**src/pkg/calendar_clock_defs.vh**
```
// Constants shared by the calendar clock register block
`ifndef CALENDAR_CLOCK_DEFS_VH
`define CALENDAR_CLOCK_DEFS_VH

// Register indices on the three select lines
`define ADDR_SECONDS     3'h0
`define ADDR_MINUTES     3'h1
`define ADDR_HOURS       3'h2
`define ADDR_LEAP_WDAY   3'h3
`define ADDR_DAY         3'h4
`define ADDR_MONTH       3'h5
`define ADDR_YEAR        3'h6
`define ADDR_MODE_CTRL   3'h7

// Field positions
`define HOUR_FMT_BIT     7
`define HOUR_PM_BIT      6
`define LEAP_OFF_BIT     7
`define LEAP_WREN_BIT    6
`define CTRL_BANK_BIT    3
`define CTRL_ADJ_BIT     2
`define CTRL_RST_BIT     1
`define CTRL_STOP_BIT    0

// Reset values
`define RST_SECONDS      8'h00
`define RST_MINUTES      8'h00
`define RST_HOURS        8'h00
`define RST_LEAP_WDAY    8'h00
`define RST_DAY          8'h01
`define RST_MONTH        8'h01
`define RST_YEAR         8'h00
`define RST_MODE         4'h0

// Timing: system clock rate and crystal loss timeout
`define CLK_HZ           20000000
`define OSC_TIMEOUT_US   100
`define OSC_TIMEOUT_CYC  ((`OSC_TIMEOUT_US * `CLK_HZ) / 1000000)

// Crystal divider: full count for one second, adjust carry threshold for seconds
`define PRESC_FULL       15'h7fff
`define ADJ_THRESHOLD    8'h30

`endif

```
**src/rtl/parallel_calendar_clock_regs.v**
```verilog
// Parallel bus calendar clock: pin synchroniser, registers, timebase and timing pulse
//
// Function
// - A register access counts only while the low select is low and the high select is high.
// - On the rising write strobe the data byte is stored into the selected register.
// - During a read strobe the selected register is driven onto the byte bus.
// - The timing pulse output only pulls low as an open drain and floats otherwise.
// - Seconds sit at index 0 through year at 6, mode and control at 7, tens in the upper nibble.
// - In twelve hour mode the afternoon flag reads 0 for morning, 1 for afternoon, and is writable.
// - In twenty four hour mode the afternoon flag is held at zero.
// - The hour format flag selects 24 hour counting at 0 and 12 hour at 1, readable and writable.
// - Time and calendar counters advance from the 32.768 kHz crystal timebase.
// - Leap control 10 disables leap years so February 28 rolls to March 1.
// - Reads during an update never disturb the counters though the data may be inconsistent.
// - The oscillation flag clears at power up and stays clear until a clock reset while running.
`timescale 1ns/1ps
module parallel_calendar_clock_regs (
  // Clock and reset
  input  wire       clk_i,
  input  wire       rst_n_i,
  // Host bus pins
  input  wire       select_low_active_n_i,
  input  wire       select_high_active_i,
  input  wire       write_strobe_n_i,
  input  wire       read_strobe_n_i,
  input  wire [2:0] register_select_lines_i,
  input  wire [7:0] byte_bus_i,
  output reg  [7:0] byte_bus_o,
  output reg        byte_bus_oe_o,
  // Open drain timing pulse
  output reg        timing_pulse_out_o,
  output reg        timing_pulse_out_oe_o,
  // Crystal pins
  input  wire       crystal_in_i,
  output reg        crystal_out_o
);
`include "calendar_clock_defs.vh"

  // Pin synchroniser stages and filtered pin state
  reg  [15:0] pin_s1;
  reg  [15:0] pin_s2;
  reg  [15:0] pin_s3;
  reg  [15:0] pin_f;
  wire [15:0] pin_raw;
  // Bus capture state
  reg         wr_q;
  reg         wr_armed;
  reg  [2:0]  wr_addr;
  reg  [7:0]  wr_data;
  reg         xtal_q;
  // Time and calendar registers
  reg  [7:0]  seconds_bcd;
  reg  [7:0]  minutes_bcd;
  reg  [7:0]  hours_bcd_with_format;
  reg  [7:0]  leap_and_weekday;
  reg  [7:0]  day_of_month_bcd;
  reg  [7:0]  month_bcd;
  reg  [7:0]  year_bcd;
  // Mode and control state
  reg  [3:0]  mode;
  reg         clk_stop;
  reg         tp_disable;
  reg         int_stop;
  reg         oscillation_flag;
  reg         int_low;
  reg         tp_flag;
  reg  [14:0] prescaler;
  reg  [11:0] osc_watch;
  // Combinational helpers
  reg         tp_low;
  reg         int_event;
  reg  [7:0]  adv_sec_in;
  wire [7:0]  adv_sec;
  wire [7:0]  adv_min;
  wire [7:0]  adv_hour;
  wire [7:0]  adv_leap;
  wire [7:0]  adv_day;
  wire [7:0]  adv_mon;
  wire [7:0]  adv_year;

  assign pin_raw = {crystal_in_i, select_low_active_n_i, select_high_active_i,
                    write_strobe_n_i, read_strobe_n_i, register_select_lines_i, byte_bus_i};

  // Filtered pin fields
  wire       xtal_f   = pin_f[15];
  wire       selected = ~pin_f[14] & pin_f[13];
  wire       wr_f     = pin_f[12];
  wire       rd_f     = pin_f[11];
  wire [2:0] addr_f   = pin_f[10:8];
  wire [7:0] data_f   = pin_f[7:0];

  // Write events: rising strobe after a low phase seen while selected
  wire do_wr      = wr_f & ~wr_q & wr_armed;
  wire wr_ctrl    = do_wr & (wr_addr == `ADDR_MODE_CTRL);
  wire bank0      = wr_ctrl & ~wr_data[`CTRL_BANK_BIT];
  wire bank1      = wr_ctrl & wr_data[`CTRL_BANK_BIT];
  wire clk_adjust = bank0 & wr_data[`CTRL_ADJ_BIT];
  wire clk_reset  = bank0 & wr_data[`CTRL_RST_BIT];
  wire int_reset  = bank1 & wr_data[`CTRL_RST_BIT];

  // Timebase events
  wire xtal_edge   = xtal_f & ~xtal_q;
  wire xtal_count  = xtal_edge & ~clk_stop;
  wire osc_running = (osc_watch < `OSC_TIMEOUT_CYC);
  wire tick        = xtal_count & (prescaler == `PRESC_FULL);
  wire adj_carry   = clk_adjust & (seconds_bcd >= `ADJ_THRESHOLD);
  wire advance     = tick | adj_carry;
  // Busy over the last 32 crystal periods before each second rolls
  wire busy        = &prescaler[14:5];

  // Read multiplexer over the eight registers
  function [7:0] read_reg;
    input [2:0] a;
    begin
      case (a)
        `ADDR_SECONDS:   read_reg = seconds_bcd;
        `ADDR_MINUTES:   read_reg = minutes_bcd;
        `ADDR_HOURS:     read_reg = hours_bcd_with_format;
        `ADDR_LEAP_WDAY: read_reg = leap_and_weekday;
        `ADDR_DAY:       read_reg = day_of_month_bcd;
        `ADDR_MONTH:     read_reg = month_bcd;
        `ADDR_YEAR:      read_reg = year_bcd;
        default:         read_reg = {mode, 1'b0, tp_flag, oscillation_flag, busy};
      endcase
    end
  endfunction

  // Three stage synchroniser; a bit changes once stages two and three agree
  always @(posedge clk_i or negedge rst_n_i) begin
    if (!rst_n_i) begin
      pin_s1 <= 16'h7800;
      pin_s2 <= 16'h7800;
      pin_s3 <= 16'h7800;
      pin_f  <= 16'h7800;
    end else begin
      pin_s1 <= pin_raw;
      pin_s2 <= pin_s1;
      pin_s3 <= pin_s2;
      pin_f  <= (pin_s2 & pin_s3) | (pin_f & (pin_s2 ^ pin_s3));
    end
  end

  // Data and address are held from the low phase, since hold time at the edge is zero
  always @(posedge clk_i or negedge rst_n_i) begin
    if (!rst_n_i) begin
      wr_q     <= 1'b1;
      wr_armed <= 1'b0;
      wr_addr  <= 3'h0;
      wr_data  <= 8'h00;
      xtal_q   <= 1'b0;
    end else begin
      wr_q   <= wr_f;
      xtal_q <= xtal_f;
      if (!wr_f && selected) begin
        wr_armed <= 1'b1;
        wr_addr  <= addr_f;
        wr_data  <= data_f;
      end else if (wr_f) begin
        wr_armed <= 1'b0;
      end
    end
  end

  // Adjust below 30 s only zeroes seconds; at or above it carries into minutes
  always @* begin
    adv_sec_in = adj_carry ? 8'h59 : seconds_bcd;
  end

  calendar_advance u_advance (
    .sec_i       (adv_sec_in),
    .min_i       (minutes_bcd),
    .hour_i      (hours_bcd_with_format),
    .leap_wday_i (leap_and_weekday),
    .day_i       (day_of_month_bcd),
    .month_i     (month_bcd),
    .year_i      (year_bcd),
    .sec_o       (adv_sec),
    .min_o       (adv_min),
    .hour_o      (adv_hour),
    .leap_wday_o (adv_leap),
    .day_o       (adv_day),
    .month_o     (adv_mon),
    .year_o      (adv_year)
  );

  // Counter registers; a host write to a register wins over the advance
  always @(posedge clk_i or negedge rst_n_i) begin
    if (!rst_n_i) begin
      seconds_bcd           <= `RST_SECONDS;
      minutes_bcd           <= `RST_MINUTES;
      hours_bcd_with_format <= `RST_HOURS;
      leap_and_weekday      <= `RST_LEAP_WDAY;
      day_of_month_bcd      <= `RST_DAY;
      month_bcd             <= `RST_MONTH;
      year_bcd              <= `RST_YEAR;
    end else begin
      if (do_wr && wr_addr == `ADDR_SECONDS) begin
        seconds_bcd <= wr_data;
      end else if (advance) begin
        seconds_bcd <= adv_sec;
      end else if (clk_adjust) begin
        seconds_bcd <= 8'h00;
      end
      if (do_wr && wr_addr == `ADDR_MINUTES) begin
        minutes_bcd <= wr_data;
      end else if (advance) begin
        minutes_bcd <= adv_min;
      end
      if (do_wr && wr_addr == `ADDR_HOURS) begin
        // Afternoon flag kept only in 12 hour format
        hours_bcd_with_format <= {wr_data[`HOUR_FMT_BIT],
                                  wr_data[`HOUR_FMT_BIT] & wr_data[`HOUR_PM_BIT],
                                  wr_data[5:0]};
      end else if (advance) begin
        hours_bcd_with_format <= adv_hour;
      end
      if (do_wr && wr_addr == `ADDR_LEAP_WDAY) begin
        // Leap counter bits change only when the write enable bit is set
        leap_and_weekday <= {wr_data[7:6],
                             wr_data[`LEAP_WREN_BIT] ? wr_data[5:4] : leap_and_weekday[5:4],
                             wr_data[3:0]};
      end else if (advance) begin
        leap_and_weekday <= adv_leap;
      end
      if (do_wr && wr_addr == `ADDR_DAY) begin
        day_of_month_bcd <= wr_data;
      end else if (advance) begin
        day_of_month_bcd <= adv_day;
      end
      if (do_wr && wr_addr == `ADDR_MONTH) begin
        month_bcd <= wr_data;
      end else if (advance) begin
        month_bcd <= adv_mon;
      end
      if (do_wr && wr_addr == `ADDR_YEAR) begin
        year_bcd <= wr_data;
      end else if (advance) begin
        year_bcd <= adv_year;
      end
    end
  end

  // Crystal divider and loss watchdog
  always @(posedge clk_i or negedge rst_n_i) begin
    if (!rst_n_i) begin
      prescaler <= 15'h0000;
      osc_watch <= 12'hfff;
    end else begin
      if (clk_reset || clk_adjust) begin
        prescaler <= 15'h0000;
      end else if (xtal_count) begin
        prescaler <= prescaler + 15'h0001;
      end
      if (xtal_edge) begin
        osc_watch <= 12'h000;
      end else if (osc_running) begin
        osc_watch <= osc_watch + 12'h001;
      end
    end
  end

  // Mode and control bits; a lost crystal beats a clock reset in the same cycle
  always @(posedge clk_i or negedge rst_n_i) begin
    if (!rst_n_i) begin
      mode             <= `RST_MODE;
      clk_stop         <= 1'b0;
      tp_disable       <= 1'b0;
      int_stop         <= 1'b0;
      oscillation_flag <= 1'b0;
      int_low          <= 1'b0;
    end else begin
      if (wr_ctrl) begin
        mode <= wr_data[7:4];
      end
      if (bank0) begin
        clk_stop <= wr_data[`CTRL_STOP_BIT];
      end
      if (bank1) begin
        tp_disable <= wr_data[`CTRL_ADJ_BIT];
        int_stop   <= wr_data[`CTRL_STOP_BIT];
      end
      if (!osc_running) begin
        oscillation_flag <= 1'b0;
      end else if (clk_reset) begin
        oscillation_flag <= 1'b1;
      end
      // Interval event sets the level; set wins over INT reset
      if (int_event && !int_stop) begin
        int_low <= 1'b1;
      end else if (int_reset) begin
        int_low <= 1'b0;
      end
    end
  end

  // Interval event and pulse level chosen by the mode nibble
  always @* begin
    int_event = 1'b0;
    tp_low    = 1'b0;
    case (mode)
      4'h0:    tp_low = ~prescaler[3];
      4'h1:    tp_low = ~prescaler[4];
      4'h2:    tp_low = ~prescaler[6];
      4'h3:    tp_low = ~prescaler[8];
      4'h4:    int_event = xtal_count & (&prescaler[3:0]);
      4'h5:    int_event = xtal_count & (&prescaler[4:0]);
      4'h6:    int_event = xtal_count & (&prescaler[6:0]);
      4'h7:    int_event = xtal_count & (&prescaler[8:0]);
      4'h8:    int_event = tick;
      4'h9:    int_event = tick & (seconds_bcd[3:0] == 4'h9);
      4'ha:    int_event = tick & (seconds_bcd == 8'h59);
      4'hb:    tp_low = busy;
      default: tp_low = 1'b0;
    endcase
    if (mode >= 4'h4 && mode <= 4'ha) begin
      tp_low = int_low;
    end
  end

  // Pins: the pulse pin only ever pulls low; reads never touch the counters
  always @(posedge clk_i or negedge rst_n_i) begin
    if (!rst_n_i) begin
      tp_flag               <= 1'b0;
      timing_pulse_out_o    <= 1'b0;
      timing_pulse_out_oe_o <= 1'b0;
      byte_bus_o            <= 8'h00;
      byte_bus_oe_o         <= 1'b0;
      crystal_out_o         <= 1'b1;
    end else begin
      tp_flag               <= tp_low;
      timing_pulse_out_o    <= 1'b0;
      timing_pulse_out_oe_o <= tp_low & ~tp_disable;
      byte_bus_oe_o         <= selected & ~rd_f;
      byte_bus_o            <= (selected & ~rd_f) ? read_reg(addr_f) : 8'h00;
      crystal_out_o         <= ~xtal_f;
    end
  end

endmodule // parallel_calendar_clock_regs

```
**src/rtl/calendar_advance.v**
```verilog
// Combinational one-second advance of the BCD time and calendar counters
`timescale 1ns/1ps
module calendar_advance (
  // Present counter values
  input  wire [7:0] sec_i,
  input  wire [7:0] min_i,
  input  wire [7:0] hour_i,
  input  wire [7:0] leap_wday_i,
  input  wire [7:0] day_i,
  input  wire [7:0] month_i,
  input  wire [7:0] year_i,
  // Values one second later
  output reg  [7:0] sec_o,
  output reg  [7:0] min_o,
  output reg  [7:0] hour_o,
  output reg  [7:0] leap_wday_o,
  output reg  [7:0] day_o,
  output reg  [7:0] month_o,
  output reg  [7:0] year_o
);
`include "calendar_clock_defs.vh"

  // BCD increment of a two digit byte
  function [7:0] bcd_inc;
    input [7:0] v;
    begin
      if (v[3:0] == 4'h9) begin
        bcd_inc = {v[7:4] + 4'h1, 4'h0};
      end else begin
        bcd_inc = {v[7:4], v[3:0] + 4'h1};
      end
    end
  endfunction

  reg       c_min;
  reg       c_hour;
  reg       c_day;
  reg       c_mon;
  reg       c_year;
  reg [7:0] last_day;
  reg       leap_now;

  // Ripple of carries from seconds up to year
  always @* begin
    c_min = (sec_i == 8'h59);
    sec_o = c_min ? 8'h00 : bcd_inc(sec_i);
    c_hour = 1'b0;
    min_o = min_i;
    if (c_min) begin
      c_hour = (min_i == 8'h59);
      min_o  = c_hour ? 8'h00 : bcd_inc(min_i);
    end
    c_day  = 1'b0;
    hour_o = hour_i;
    if (c_hour) begin
      if (!hour_i[`HOUR_FMT_BIT]) begin
        // 24 hour count, afternoon flag held low
        c_day  = (hour_i[5:0] == 6'h23);
        hour_o = c_day ? 8'h00 : bcd_inc({2'b00, hour_i[5:0]});
      end else if (hour_i[5:0] == 6'h12) begin
        // 12 to 1 keeps the afternoon flag as it is
        hour_o = {1'b1, hour_i[`HOUR_PM_BIT], 6'h01};
      end else if (hour_i[5:0] == 6'h11) begin
        // 11 to 12 flips morning and afternoon; PM 11 ends the day
        c_day  = hour_i[`HOUR_PM_BIT];
        hour_o = {1'b1, ~hour_i[`HOUR_PM_BIT], 6'h12};
      end else begin
        hour_o = bcd_inc({2'b00, hour_i[5:0]}) | {hour_i[7:6], 6'h00};
      end
    end
    // Leap year: counter at zero and leap handling not disabled
    leap_now = ~leap_wday_i[`LEAP_OFF_BIT] & (leap_wday_i[5:4] == 2'b00);
    case (month_i)
      8'h02:   last_day = leap_now ? 8'h29 : 8'h28;
      8'h04:   last_day = 8'h30;
      8'h06:   last_day = 8'h30;
      8'h09:   last_day = 8'h30;
      8'h11:   last_day = 8'h30;
      default: last_day = 8'h31;
    endcase
    leap_wday_o = leap_wday_i;
    day_o       = day_i;
    c_mon       = 1'b0;
    if (c_day) begin
      leap_wday_o[3:0] = (leap_wday_i[3:0] >= 4'h6) ? 4'h0 : leap_wday_i[3:0] + 4'h1;
      c_mon = (day_i == last_day);
      day_o = c_mon ? 8'h01 : bcd_inc(day_i);
    end
    month_o = month_i;
    c_year  = 1'b0;
    if (c_mon) begin
      c_year  = (month_i == 8'h12);
      month_o = c_year ? 8'h01 : bcd_inc(month_i);
    end
    year_o = year_i;
    if (c_year) begin
      year_o = (year_i == 8'h99) ? 8'h00 : bcd_inc(year_i);
      leap_wday_o[5:4] = leap_wday_i[5:4] + 2'b01;
    end
  end

endmodule // calendar_advance

```
**config.mk**
```make
export PLATFORM = sky130hd
export DESIGN_NAME = parallel_calendar_clock_regs
export DESIGN_NICKNAME = d
export VERILOG_FILES = /design/src/rtl/parallel_calendar_clock_regs.v /design/src/rtl/calendar_advance.v
export VERILOG_INCLUDE_DIRS = /design/src /design/src/pkg
export SDC_FILE = /design/constraint.sdc
export NUM_CORES = 1
export LEC_CHECK = 0
export BUFFER_PORTS_ARGS = -buffer_cell sky130_fd_sc_hd__buf_4
export CAP_MARGIN = 20
export CORE_MARGIN = 2
export CORE_UTILIZATION = 40
export CTS_CLUSTER_DIAMETER = 50
export DETAILED_ROUTE_END_ITERATION = 8
export HOLD_SLACK_MARGIN = 0.08
export SLEW_MARGIN = 20
export SYNTH_ARGS = -nofsm -noshare
export SYNTH_HDL_FRONTEND = slang
export SYNTH_HIERARCHICAL = 1
export SYNTH_SLANG_ARGS = --single-unit
```
**constraint.sdc**
```tcl
create_clock -name clk_i -period 3.4 [get_ports clk_i]
set_clock_uncertainty 0.15 [all_clocks]
set_input_delay 0.85 -clock clk_i [delete_from_list [all_inputs] [get_ports clk_i]]
set_output_delay 0.85 -clock clk_i [all_outputs]
set_load 0.02 [all_outputs]
```
==> flow_summary.ini <==
[layout]
areaGrowthSynthToFinish_pct = 14.45
insertedDiodeCount = 0
nNetsFinal = 1120
final_cells = 1395
drive_gt1_frac = 0.1979
fin_util = 0.4649

[logic_synthesis]
yosysWarnings = 6
synth_top_area_share = 0.3799
synthFlopType = dfrtp_1
synth_largest_area_cell = dfrtp_1
synth_cells = 1020
synth.distinct_cells = 84
syn_area_per_cell_um2 = 9.686
synth_edf_count = 0
synth_fp_nets = 1082
ys_top_cells_by_area = dfrtp_1 38%, dfstp_2 8.5%, nand2_1 5.8%
yosysSeqAreaShare = 0.4650
synthArstFlopShare = 1.000
synth-seq-cells = 182
synth_area_um2 = 9879

[power]
p_switching_uw = 3021
seq_power_share = 0.462
p_clk_frac = 0.266
irDropWorstVdd_uv = 413.2
p_total_uw = 7706
p_leak_uw = 0.005021
internal-power_uw = 4685
combPwrFrac = 0.272
cellPowerDensity_nw_per_um2 = 681.5
swShare = 0.3921

[detailed_routing]
viasPerCell = 5.480
drt_iter0_drc = 778
drt_pass1_iterations = 6
avgRoutedWirePerCell_um = 17.65
drc = 0
drtAntennaViolNets = 0
num_vias = 7645
wirelength_um = 24620

[timing]
fmax_mhz = 303.9
tns_ns = 0
setup_violations = 0
hold_violations = 0
period_share = 0.9677
holdWs_ns = 0.2015
fin_crit_ns = 3.290
max_slew_margin = 0.3318
worst_pin_slew_ns = 0.9931
report.final.slew_viol_count = 0

[die]
dieHeight_um = 161.2
io_pins = 30
start_util = 0.4062
core_um2 = 24320
rows = 57
fp.dieW_um = 161.2
die-area_um2 = 25970

[worst_setup_path]
crit_type = register to register
arrival_ns = 3.43
r2r-start = pin_f[12]
crit_fanout = 8
start_kind = register
endpoint_kind = register
critPathRequiredTime_ns = 3.54
worstReg2RegEnd = leap_and_weekday[5]
rrSetupSlack_ns = 0.11
reg2reg_depth = 14

[clock_tree]
ctsRootBufferMaster = clkbuf_16
cts.path.max_buffers = 2
clk_pin_slew_ns = 0.08
clock_latency_ns = 0.45
tritoncts = done
htreeDepth = 4
clock_sinks = 182
numCtsBuffers = 17
cts_hold_buf = 0

[global_route]
grt_pass1_vias = 7212
grt_pass1_wl_um = 39960
antenna_found_initial = 0
grt_util_all_layers = 0.1961
gr-total-overflow = 0
grt_max_degree = 63

[hold_path]
holdPathStages = 0
min_path_type = register to register
hp-start = pin_s1[4]
hold_path_end = pin_s2[4]

[status]
outcome = finished clean

[placed_design]
portBuffers = 28
hpwlAfterDp_um = 16330
gp_congestion = 0.8872
dp.cells = 1357

[job]
drv_cap = 0
worst max-delay path, cell delays in order, from the launching register on:
cell and delay, ns:
dfstp_2 0.53, and3b_1 0.18, nand4_1 0.11, buf_6 0.16, and2_4 0.14, inv_1 0.08
ha_4 0.15, nand3b_4 0.08, buf_4 0.14, or4_4 0.41, o21ba_4 0.29, and4_4 0.27
mux2_4 0.31, nand2_1 0.06, a31oi_1 0.09
per-stage QoR:
step	instance area [um2]	setup WS (ns)
after floorplan	9913	-0.1101
after global placement	10590	0.08608
after detailed placement	10590	0.002441
after CTS	11220	0.07811
after global routing	11310	-0.03672
final	11310	0.1099
final cells by class:
type / count / area, um2
timing repair buffer: 79 / 644.4
sequential: 182 / 4594
clock buffer: 17 / 425.4
clock inverter: 15 / 197.7
fill: 2296 / 13010
multi-input combinational: 750 / 4935
inverter: 28 / 105.1
tap: 324 / 405.4
state kept, by name, indices dropped and copies added (netlist names), 3 cells and up:
signal                 cells
pin_f                     16
pin_s1                    16
pin_s2                    16
pin_s3                    16
prescaler                 15
osc_watch                 12
byte_bus_o                 8
day_of_month_bcd           8
hours_bcd_with_format      8
leap_and_weekday           8
minutes_bcd                8
month_bcd                  8
seconds_bcd                8
wr_data                    8
year_bcd                   8
mode                       4
wr_addr                    3
worst max path at each step:
stage,cells after the start,end,from
2_1_floorplan,15,year_bcd[1],pin_f[12]
3_3_place_gp,13,year_bcd[1],pin_f[12]
5_1_grt,14,month_bcd[0],pin_f[12]
4_1_cts,14,year_bcd[7],pin_f[12]
6_report,14,leap_and_weekday[5],pin_f[12]
3_5_place_dp,15,year_bcd[7],pin_f[12]
cells in the final DEF, fill, tap and decap left out, drive strengths merged, types with 7 or more instances in the layout:
| cell type | netlist | routed |
|---|---|---|
| a21o | 17 | 17 |
| a21oi | 31 | 31 |
| a31oi | 55 | 55 |
| buf | 30 | 78 |
| clkbuf | 30 | 18 |
| clkinv | 0 | 8 |
| dfrtp | 150 | 150 |
| dfstp | 32 | 32 |
| ha | 44 | 44 |
| inv | 28 | 34 |
| mux2 | 31 | 31 |
| mux2i | 15 | 15 |
| nand2 | 153 | 153 |
| nand2b | 12 | 12 |
| nand3 | 20 | 20 |
| nand3b | 8 | 8 |
| nand4 | 20 | 20 |
| nand4b | 7 | 7 |
| nor2 | 125 | 125 |
| nor2b | 13 | 13 |
| nor3 | 19 | 19 |
| o21ai | 29 | 29 |
| o2bb2ai | 8 | 8 |
| o31ai | 10 | 10 |
| xnor2 | 21 | 21 |
| xor2 | 18 | 18 |
cells by family after synthesis:
logic type	Yosys count	share of synthesized area
other cells	1	0.0003796
xor+xnor	39	0.03533
compound gates	191	0.1294
simple gates	425	0.2104
buf+inv	88	0.04255
fa+ha+maj	44	0.05572
mux	50	0.06117
flops	182	0.4650
cell usage after synthesis, drive strengths merged (28+ instances only):
| library cell | number |
|---|---|
| nand2 | 153 |
| inv | 28 |
| dfrtp | 150 |
| o21ai | 29 |
| dfstp | 32 |
| mux2 | 31 |
| ha | 44 |
| a31oi | 55 |
| a21oi | 31 |
| clkbuf | 30 |
| nor2 | 125 |
| buf | 30 |
metal layers:
metal  share of wire  wire, um  track usage
met1            0.46     11420       0.2805
met2            0.46     11290       0.3084
met3           0.063      1546      0.03133
met4           0.015       365      0.05722
met5               0         0            0
power by group through the flow:
stage | combinational (uW) | clock [uW] | sequential, uW
finish | 2100 | 2050 | 3560
global placement | 2010 | 0 | 3570
global route | 2350 | 2190 | 3650
floorplan | 1700 | 0 | 3130
detailed placement | 2060 | 0 | 3580
CTS | 2070 | 2110 | 3540
repair_timing:
action                                  4_1_cts  5_1_grt
gates cloned                                  0        0
setup buffers                                 1        5
endpoints found under the setup margin        4       25
pin swaps                                     0        3
gates resized for setup                       0       10
Power figures use the tool's default switching activity.
